[src/design/apsi_pkg.sv]
package apsi_pkg;

	// Clock rate
	localparam int CLK_MHZ = 50;

	// Memory geometry
	localparam int ADDR_W = 21;
	localparam int DATA_W = 16;
	localparam int LANE_W = 8;
	localparam int LANES = 2;

	// Times in their own units
	localparam int POWERUP_US = 200;
	localparam int SUSPEND_NS = 500;
	localparam int READ_CYCLE_NS = 70;
	localparam int WRITE_PULSE_MIN_NS = 70;
	localparam int TURN_NS = 25;

	// Cycle counts, least times rounded up
	localparam int POWERUP_CYCLES_DEF = POWERUP_US * CLK_MHZ;
	localparam int SUSPEND_CYCLES = (SUSPEND_NS * CLK_MHZ + 999) / 1000;
	localparam int READ_CYCLES = (READ_CYCLE_NS * CLK_MHZ + 999) / 1000;
	localparam int WRITE_PULSE_CYCLES = (WRITE_PULSE_MIN_NS * CLK_MHZ + 999) / 1000;
	localparam int TURN_CYCLES = (TURN_NS * CLK_MHZ + 999) / 1000;
	localparam int STANDBY_CYCLES = (READ_CYCLES > TURN_CYCLES) ? READ_CYCLES : TURN_CYCLES;

	// Timer width, holds the power-up count
	localparam int TIMER_W = 14;

	// Controller states
	typedef enum logic [2:0] {
		ST_START = 3'h0,
		ST_POWERUP = 3'h1,
		ST_IDLE = 3'h2,
		ST_READ = 3'h3,
		ST_WRITE = 3'h4,
		ST_RECOVER = 3'h5,
		ST_SUSPEND = 3'h6,
		ST_SLEEP = 3'h7
	} apsi_state_e;

	// Pins toward the memory
	typedef struct packed {
		logic chipSelectBar;
		logic deepSleepBar;
		logic outputEnableBar;
		logic writeStrobeBar;
		logic lowLaneEnableBar;
		logic highLaneEnableBar;
		logic [ADDR_W-1:0] wordAddress;
		logic [DATA_W-1:0] dataOut;
		logic [LANES-1:0] dataOutEnBar;
	} apsi_pins_s;

	// Whole controller state
	typedef struct packed {
		apsi_state_e state;
		apsi_pins_s pins;
		logic reqReady;
		logic rspValid;
		logic [DATA_W-1:0] rspData;
		logic sleeping;
		logic linkReady;
	} apsi_ctrl_s;

	// Timer state
	typedef struct packed {
		logic [TIMER_W-1:0] count;
	} apsi_timer_s;

endpackage : apsi_pkg

[src/design/apsi_ctrl.sv]
`timescale 1ns/1ps

module apsi_ctrl
	import apsi_pkg::*;
#(
	parameter int POWERUP_CYCLES = POWERUP_CYCLES_DEF
)
(
	input wire logic clk,
	input wire logic reset,
	// User requests and read answers
	input wire logic reqValid,
	input wire logic reqWrite,
	input wire logic [ADDR_W-1:0] reqAddr,
	input wire logic [DATA_W-1:0] reqData,
	input wire logic [LANES-1:0] reqLaneEn,
	output logic reqReady,
	output logic rspValid,
	output logic [DATA_W-1:0] rspData,
	// Deep sleep request and status
	input wire logic sleepReq,
	output logic sleeping,
	output logic linkReady,
	// Memory pins, controls active low
	output logic chipSelectBar,
	output logic deep_sleep_bar,
	output logic outputEnableBar,
	output logic writeStrobeBar,
	output logic low_lane_enable_bar,
	output logic high_lane_enable_bar,
	output logic [ADDR_W-1:0] word_address,
	output logic [DATA_W-1:0] dataOut,
	output logic [LANES-1:0] dataOutEnBar,
	input wire logic [DATA_W-1:0] dataIn
);

	// Registered state and its next value
	apsi_ctrl_s r;
	apsi_ctrl_s next_r;

	// Load strobe and count toward the interval timer
	logic timerLoad;
	logic [TIMER_W-1:0] timerValue;
	logic timerExpired;

	// Interval timer for every wait
	apsi_timer u_timer (
		.clk(clk),
		.reset(reset),
		.load(timerLoad),
		.loadValue(timerValue),
		.expired(timerExpired)
	);

	// Sequencer for power-up, accesses and deep sleep
	always_comb begin
		next_r = r;
		next_r.rspValid = 1'b0;
		timerLoad = 1'b0;
		timerValue = '0;
		unique case (r.state)
			// Pins high, start the power-up wait
			ST_START: begin
				next_r.pins.chipSelectBar = 1'b1;
				next_r.pins.deepSleepBar = 1'b1;
				// A count of n gives n+1 cycles of wait
				timerLoad = 1'b1;
				timerValue = TIMER_W'(POWERUP_CYCLES);
				next_r.state = ST_POWERUP;
			end

			// Select and sleep stay high for the whole wait
			ST_POWERUP: begin
				if (timerExpired) begin
					next_r.linkReady = 1'b1;
					next_r.reqReady = 1'b1;
					next_r.state = ST_IDLE;
				end
			end

			// Take one request, a sleep request only when none is taken
			ST_IDLE: begin
				if (reqValid && r.reqReady) begin
					next_r.reqReady = 1'b0;
					next_r.pins.wordAddress = reqAddr;
					next_r.pins.chipSelectBar = 1'b0;
					next_r.pins.lowLaneEnableBar = ~reqLaneEn[0];
					next_r.pins.highLaneEnableBar = ~reqLaneEn[1];
					if (reqWrite) begin
						// Write: strobe low, drive only the enabled lanes
						next_r.pins.writeStrobeBar = 1'b0;
						next_r.pins.outputEnableBar = 1'b1;
						next_r.pins.dataOut = reqData;
						next_r.pins.dataOutEnBar = ~reqLaneEn;
						timerLoad = 1'b1;
						timerValue = TIMER_W'(WRITE_PULSE_CYCLES);
						next_r.state = ST_WRITE;
					end else begin
						// Read: our lanes stay released so the memory can drive
						next_r.pins.outputEnableBar = 1'b0;
						timerLoad = 1'b1;
						timerValue = TIMER_W'(READ_CYCLES);
						next_r.state = ST_READ;
					end
				end else if (sleepReq) begin
					// Contents are lost from here on
					next_r.reqReady = 1'b0;
					next_r.linkReady = 1'b0;
					next_r.pins.deepSleepBar = 1'b0;
					timerLoad = 1'b1;
					timerValue = TIMER_W'(SUSPEND_CYCLES);
					next_r.state = ST_SUSPEND;
				end
			end

			// Hold the read five cycles, then sample the lanes
			ST_READ: begin
				if (timerExpired) begin
					next_r.rspData = dataIn;
					next_r.rspValid = 1'b1;
					next_r.pins.chipSelectBar = 1'b1;
					next_r.pins.outputEnableBar = 1'b1;
					timerLoad = 1'b1;
					timerValue = TIMER_W'(STANDBY_CYCLES);
					next_r.state = ST_RECOVER;
				end
			end

			// Hold the strobe for the long pulse
			ST_WRITE: begin
				if (timerExpired) begin
					// Both rise together, the write ends on this edge
					next_r.pins.chipSelectBar = 1'b1;
					next_r.pins.writeStrobeBar = 1'b1;
					// Lanes released on the same edge, no data hold needed
					next_r.pins.dataOutEnBar = '1;
					timerLoad = 1'b1;
					timerValue = TIMER_W'(STANDBY_CYCLES);
					next_r.state = ST_RECOVER;
				end
			end

			// Quiet gap so no short cycles run together
			ST_RECOVER: begin
				// Standby with lanes released before the next access
				if (timerExpired) begin
					next_r.reqReady = 1'b1;
					next_r.state = ST_IDLE;
				end
			end

			// Suspend interval before calling the memory asleep
			ST_SUSPEND: begin
				// A dropped sleep request waits until asleep
				if (timerExpired) begin
					next_r.sleeping = 1'b1;
					next_r.state = ST_SLEEP;
				end
			end

			// Wait for the wake request
			ST_SLEEP: begin
				// Waking repeats the full power-up wait
				if (!sleepReq) begin
					next_r.sleeping = 1'b0;
					next_r.pins.deepSleepBar = 1'b1;
					next_r.pins.chipSelectBar = 1'b1;
					timerLoad = 1'b1;
					timerValue = TIMER_W'(POWERUP_CYCLES);
					next_r.state = ST_POWERUP;
				end
			end
		endcase
	end

	// State register, all control pins idle high after reset
	always_ff @(posedge clk) begin
		if (reset) begin
			r <= '0;
			r.state <= ST_START;
			r.pins.chipSelectBar <= 1'b1;
			r.pins.deepSleepBar <= 1'b1;
			r.pins.outputEnableBar <= 1'b1;
			r.pins.writeStrobeBar <= 1'b1;
			r.pins.lowLaneEnableBar <= 1'b1;
			r.pins.highLaneEnableBar <= 1'b1;
			r.pins.dataOutEnBar <= '1;
		end else begin
			r <= next_r;
		end
	end

	// Outputs straight from the state register
	assign reqReady = r.reqReady;
	assign rspValid = r.rspValid;
	assign rspData = r.rspData;
	assign sleeping = r.sleeping;
	assign linkReady = r.linkReady;

	// Memory pins, each from its own flip-flop
	assign chipSelectBar = r.pins.chipSelectBar;
	assign deep_sleep_bar = r.pins.deepSleepBar;
	assign outputEnableBar = r.pins.outputEnableBar;
	assign writeStrobeBar = r.pins.writeStrobeBar;
	assign low_lane_enable_bar = r.pins.lowLaneEnableBar;
	assign high_lane_enable_bar = r.pins.highLaneEnableBar;
	assign word_address = r.pins.wordAddress;
	assign dataOut = r.pins.dataOut;
	assign dataOutEnBar = r.pins.dataOutEnBar;

endmodule : apsi_ctrl

[src/design/apsi_timer.sv]
`timescale 1ns/1ps

module apsi_timer
	import apsi_pkg::*;
(
	input wire logic clk,
	input wire logic reset,
	input wire logic load,
	input wire logic [TIMER_W-1:0] loadValue,
	output logic expired
);

	apsi_timer_s r;
	apsi_timer_s next_r;

	// Load wins, otherwise count down to zero and stop
	always_comb begin
		next_r = r;
		if (load) begin
			next_r.count = loadValue;
		end else if (r.count != '0) begin
			next_r.count = r.count - 1'b1;
		end
	end

	always_ff @(posedge clk) begin
		if (reset) begin
			r <= '0;
		end else begin
			r <= next_r;
		end
	end

	// Zero means the interval has run out
	assign expired = (r.count == '0);

endmodule : apsi_timer

[config.mk]
export PLATFORM = sky130hd
export DESIGN_NAME = apsi_ctrl
export DESIGN_NICKNAME = d
export VERILOG_FILES = /design/src/design/apsi_pkg.sv /design/src/design/apsi_ctrl.sv /design/src/design/apsi_timer.sv
export SDC_FILE = /design/constraint.sdc
export NUM_CORES = 1
export LEC_CHECK = 0
export BUFFER_PORTS_ARGS = -buffer_cell sky130_fd_sc_hd__buf_2
export CAP_MARGIN = 15
export CORE_MARGIN = 1.5
export CORE_UTILIZATION = 35
export DETAILED_ROUTE_END_ITERATION = 6
export PLACE_DENSITY = 0.67
export SLEW_MARGIN = 20
export SYNTH_ARGS = -nofsm -noshare
export SYNTH_HDL_FRONTEND = slang
export SYNTH_SLANG_ARGS = --single-unit
[constraint.sdc]
create_clock -name clk -period 2.6 [get_ports clk]
set_input_delay 0.52 -clock clk [delete_from_list [all_inputs] [get_ports clk]]
set_output_delay 0.52 -clock clk [all_outputs]
set_load 0.01 [all_outputs]
==> results of run 1 <==
==> state kept, by name, summed over array words and instances, names as in the netlist <==
name	cells
word_address	21
writeStrobeBar	1
r	3
u_timer.r	14
chipSelectBar	1
linkReady	1
rspValid	1
high_lane_enable_bar	1
deep_sleep_bar	1
reqReady	1
outputEnableBar	1
dataOutEnBar	2
rspData	16
low_lane_enable_bar	1
sleeping	1
dataOut	16
==> cell usage after synthesis, types with 3 or more instances <==
master,n
nand3_1,40
mux2i_1,3
o311ai_1,3
nand2_1,76
nor3_1,3
nand4_1,3
clkbuf_1,24
xnor2_1,3
buf_2,7
dfxtp_1,82
or3_1,5
o21ai_1,20
buf_4,55
a31oi_1,3
a21oi_1,66
nand2b_1,5
o21ai_0,3
nor2_1,17
o211ai_1,5
inv_1,6
==> final timing paths <==
check / startpoint / end / cells after the start
max reg2reg: u_timer.r[0] / sleeping / 6
max: u_timer.r[0] / sleeping / 6
min reg2reg: writeStrobeBar / writeStrobeBar / 2
min: reqLaneEn[0] / low_lane_enable_bar / 2
==> worst max-delay path, delay by kind of cell (launching register included) <==
kind / cells / cell delay, ps
AO/OA/AOI/OAI: 2 / 460
adder cells (fa/ha/maj): 1 / 190
buffers and inverters: 1 / 80
flip-flops: 1 / 340
AND/OR/NAND/NOR: 2 / 970
==> metrics by stage <==
step | worst slack, ps | std cells | total power [mW]
after floorplan | 766 | 475 | 2.20
after global placement | 542 | 663 | 2.41
after detailed placement | 451 | 663 | 2.44
after CTS | 431 | 678 | 3.34
after global routing | 233 | 678 | 3.53
final | 416 | 678 | 3.31
==> power groups by stage <==
stage	clock network, mW	logic [mW]	registers (mW)
2_1_floorplan	0	0.724	1.48
3_3_place_gp	0	0.878	1.53
3_5_place_dp	0	0.900	1.54
4_1_cts	0.921	0.904	1.51
5_1_grt	0.975	1.01	1.54
6_report	0.885	0.905	1.52
==> kinds of logic after synthesis <==
family	Yosys count
muxes	3
xor gates and xnor gates	3
DFF	82
buffers and inverters	95
AOI/OAI and AO/OA	122
adders and majority gates	1
and+or+nand+nor	169
==> layout make-up <==
| type | count | area [um2] |
|---|---|---|
| Fill cell | 1132 | 6380 |
| Sequential cell | 82 | 1640 |
| Multi-Input combinational cell | 298 | 1620 |
| Timing Repair Buffer | 136 | 711 |
| Tap cell | 140 | 175 |
| Clock buffer | 10 | 128 |
| Clock inverter | 5 | 56.3 |
| Inverter | 7 | 26.3 |
==> routing by layer <==
layer | share of wire (%) | track usage (%) | up-vias
li1 | - | - | 1707
met1 | 47 | 22.3 | 1629
met2 | 44 | 24.4 | 140
met3 | 7.4 | 4.00 | 9
met4 | 1.8 | 7.89 | 0
met5 | 0 | 0 | -
==> impl_metrics.toml, run 1 <==
[yosys]
synth-compound-area-share_pct = 18.8
synth_top_area_cell = "dfxtp_1"
synth_xor_area_share_pct = 0.686
synth_flop_cell = "dfxtp_1"
synth_seq_cells = 82
synthAdderAreaFrac_pct = 0.326
ys_warn_count = 0
synth_top_family_by_area = "simple AND/OR/NAND/NOR gates"
netlist_area_um2 = 3830
ys_types = 58
syn_avg_cell_area_um2 = 8.07
yosys-mux-area-fraction_pct = 0.784
synthesis.nets = 536
async_flop_share_pct = 0
synth.area.top_cells = "dfxtp_1 (43%), buf_4 (11%), a21oi_1 (8.6%)"
synthCells = 475
ys_seq_area_share_pct = 42.8
netlist.area_leader.share_pct = 42.8
synth_edf_count = 0
synth-simple-area-share_pct = 21.6

[power_and_ir_drop]
p_seq_share_pct = 45.8
powerDensity_nw_per_um2 = 758
vdd_drop_max_mv = 0.246
p_comb_share_pct = 27.4
internal_power_mw = 2.20
p_sw_mw = 1.11
leakage_nw = 1.81
p_clk_share_pct = 26.8
switching_share_pct = 33.6

[placed_design]
place.port_buffers = 124
dpl-instance-area_um2 = 4180
gp_congestion = 0.819
hpwlAfterDp_um = 6660

[clock_network]
clkSinkCount = 82
cts_tree = "built"
clk_latency_ps = 350
cts_resized = 0
numCtsBuffers = 9
cts_setup_buffers = 0
cts-root-buf = "clkbuf_8"
cts.path.max_buffers = 2
clk_pin_slew_ps = 80
htree_levels = 3
postCtsHoldBufs = 0

[job]
cap_violations = 0

[timing]
max_freq_mhz = 458
tightest_slew_ps = 721
tns_ps = 0
rsz0062_at_grt = "no"
hold_violations = 0
slew_viol_final = 0
fin_crit_sh_pct = 84.0
post-route-min-period_ps = 2180
holdWs_ps = 401
finClkSkew_ps = 8.84
setup_viol = 0
max_slew_margin_pct = 51.8

[route]
drt_first_pass_iters = 5
viasPerCell = 5.14
num_vias = 3485
drc = 0
ant_nets = 0
drt-initial-drc-count = 339
wl_per_cell_um = 13.8
drt_wl_total_um = 9380

[setup_path]
worstPathRequired_ps = 2810
cp_slowest_cell = "and4_1"
cp-start-kind = "flop"
worstPathArrival_ps = 2400
endpoint_kind = "flop"
path_cells = "inv_1, ha_1, nor4b_4, and4_1, a31oi_1, a2111oi_0"
criticalPathCategory = "reg -> reg"
regToRegSetupSlack_ps = 420
slowest_delay_ps = 560
crit_fanout = 10

[worst_hold_path]
hold_class = "in -> reg"

[cells_and_area]
final_cell_mix = "buf_2 (124), dfxtp_1 (82), nand2_1 (76), a21oi_1 (66), nand3_1 (40)"
areaGrowthSynthToFinish_pct = 13.8
final_common_cell = "buf_2"
finalInstanceArea_um2 = 4360
nets = 595
drive_above_1_share_pct = 29.2
n_antenna_cell = 0
utilization_pct = 40.6

[global_route]
antenna_found_initial = 0
grt_max_degree = 40
grtUsageTotal_pct = 16.4
grt_pass1_vias = 3133
grt_first_pass_wirelength_um = 15000
grt-ovfl-total = 0

[floorplanning]
die-area_um2 = 11600
coreArea_um2 = 10700
initial_core_util_pct = 35.7
rows = 38
die_h_um = 108
die_w_um = 108
io_pins = 125

[run_status]
run_status = "finished clean"
Note: power is estimated with default switching activity, not from simulation.
==> inputs of run 2 (changes only) <==
Settings changed: ABC_AREA set to 1, PLACE_DENSITY 0.67 to 0.69.
Clock period 2.6 ns to 1.9 ns, I/O delays scaled along.
==> run 2 against run 1 <==
  * Synthesized area increased by 0.39%
  * Global-route usage decreased by 0.92 points
  * Design area increased by 1.1%
  * Routed wire length decreased by 6.4%
  * Non-clock buffer count decreased by 6
  * Sequential share of layout area decreased by 0.43 points
  * Highest routed layer unchanged
==> impl_metrics.toml, run 2 <==
[run_status]
run_status = "finished clean"

[worst_hold_path]
hold_depth = 2
worstHoldStart = "reqLaneEn[0]"
holdPathEnd = "low_lane_enable_bar"
hold_class = "in -> reg"

[yosys]
synthCells = 508
synth_xor_area_share_pct = 2.50
netlist_top_cells_count = "nor2_1 (145), dfxtp_1 (82), buf_4 (56)"
yosys-mux-area-fraction_pct = 0
netlist.area_leader.share_pct = 42.7
async_flop_share_pct = 0
synth_flop_cell = "dfxtp_1"
synth_top_area_cell = "dfxtp_1"
synthesis.nets = 569
synth_top_family_by_area = "simple AND/OR/NAND/NOR gates"
synthAdderAreaFrac_pct = 0.325
ys_warn_count = 0
syn_avg_cell_area_um2 = 7.57
synth.area.top_cells = "dfxtp_1 (43%), nor2_1 (14%), buf_4 (11%)"
netlist_area_um2 = 3850
synth_seq_cells = 82
ys_types = 35
synth-compound-area-share_pct = 9.46
synth_edf_count = 0
yosysMostFrequentCell = "nor2_1"
synth-simple-area-share_pct = 30.0
ys_seq_area_share_pct = 42.7

[setup_path]
slowest_delay_ps = 340
cp_slowest_cell = "dfxtp_1"
criticalPathCategory = "reg -> reg"
r2r.worst_path.cells = 11
crit_fanout = 9
rr_startpoint = "u_timer.r[0]"
endpoint_kind = "flop"
worstReg2RegEnd = "u_timer.r[0]"
critical_path.most_common_cell = "nand2_4"
worstPathArrival_ps = 1970
cp-start-kind = "flop"
path_cells = "inv_1, ha_1, nand2_4, nor2_8, nand2_8, inv_8, nand2_2, nand2_4, inv_2, a21oi_1, nor2_1"
worstPathRequired_ps = 2140
regToRegSetupSlack_ps = 170

[cells_and_area]
final_common_cell = "nor2_1"
drive_above_1_share_pct = 32.3
utilization_pct = 40.9
finalInstanceArea_um2 = 4410
areaGrowthSynthToFinish_pct = 14.6
largest_reg_flops = 21
nets = 640
stdcell_count = 722
final_cell_mix = "nor2_1 (145), buf_2 (124), dfxtp_1 (82), o21ai_0 (55), nand2_1 (45)"
n_antenna_cell = 0

[clock_network]
clk_latency_ps = 340
clkSinkCount = 82
clk_pin_slew_ps = 80
cts_resized = 0
cts_setup_buffers = 0
numCtsBuffers = 9
postCtsHoldBufs = 0
cts-root-buf = "clkbuf_8"
cts.path.max_buffers = 2
htree_levels = 3
cts_tree = "built"

[power_and_ir_drop]
vdd_drop_max_mv = 0.422
leakage_nw = 2.31
powerDensity_nw_per_um2 = 1230

[global_route]
grt_max_degree = 28
antenna_found_initial = 0
grt_first_pass_wirelength_um = 14400
grt_pass1_vias = 3060
grt-ovfl-total = 0
grtUsageTotal_pct = 15.5

[route]
ant_nets = 0
viasPerCell = 4.60
drt_first_pass_iters = 5
wl_per_cell_um = 12.2
drt-initial-drc-count = 216
drc = 0
num_vias = 3319
drt_wl_total_um = 8780

[floorplanning]
io_pins = 125
die_h_um = 108
die_w_um = 108
die-area_um2 = 11600
coreArea_um2 = 10800
initial_core_util_pct = 35.6
rows = 38

[job]
cap_violations = 0

[placed_design]
dp_slack_ps = 163
placed_cells = 708
gp_congestion = 0.891
place.port_buffers = 124
dpl-instance-area_um2 = 4200
hpwlAfterDp_um = 6550

[timing]
post-route-min-period_ps = 1730
layout_setup_ws_ps = 173
slew_viol_final = 0
fin_crit_sh_pct = 90.9
max_slew_margin_pct = 69.0
finClkSkew_ps = 9.50
rsz0062_at_grt = "no"
hold_violations = 0
tightest_slew_ps = 465
max_freq_mhz = 579
setup_viol = 0
tns_ps = 0
-- run 2: cell count changes after synthesis, moves of 7 or more --
cell	change
nor2_1	+128
a21oi_1	-53
o21ai_0	+52
nand2_1	-31
nand3_1	-27
o21ai_1	-17
clkbuf_1	-16
nor2_2	+13
inv_1	+9
nand2_2	+9
xor2_1	+8
inv_2	+7
-- run 2: per-stage QoR --
step | total power [mW] | hold WS (ps)
after detailed placement | 4.08 | 443
after floorplan | 3.68 | 430
final | 5.40 | 243
after global placement | 4.04 | 439
after global routing | 5.78 | 235
after CTS | 5.43 | 226
-- run 2: report_power, final --
part / internal (mW) / switching, mW / leakage (nW)
Clock: 0.761 / 0.583 / 0.105
Sequential: 1.91 / 0.193 / 0.665
Combinational: 0.732 / 1.22 / 1.54
-- run 2: cell type report --
cell class              count  area [um2]
flip-flops and latches     82        1640
repair buffers            130         666
clock inverters             3        65.1
multi-input cells         333        1630
fillers                  1093        6380
clock buffers              11         141
well taps                 140         175
inverters                  23        93.8
-- run 2: per-layer routing --
metal	part of all wire [%]	GRT usage, %
met1	46	19.3
met2	47	24.9
met3	6.0	4.78
met4	1.3	6.11
met5	0	0
-- run 2: worst max-delay path: cells and delay by family, from the launching register on --
family,cells,cell delay [ps]
AOI/OAI and AO/OA,1,160
adders and majority gates,1,250
DFF,1,340
buffers and inverters,3,260
and+or+nand+nor,6,610
-- run 2: cell families after synthesis --
| kind of cell | after synthesis |
|---|---|
| XOR/XNOR | 11 |
| AO/OA/AOI/OAI | 72 |
| flip-flops | 82 |
| AND/OR/NAND/NOR | 249 |
| buffers and inverters | 93 |
| adder cells (fa/ha/maj) | 1 |
-- run 2: worst max-delay path by stage --
stage                                 end  slack, ps  depth (start not counted)    startpoint
after global placement         rspData[4]        230                          9  u_timer.r[0]
after detailed placement       rspData[0]        160                          9  u_timer.r[0]
after floorplan           outputEnableBar        370                         10  u_timer.r[0]
after CTS                      rspData[0]        150                          9  u_timer.r[0]
final                        u_timer.r[0]        170                         11  u_timer.r[0]
after global routing           rspData[3]         10                          9  u_timer.r[0]
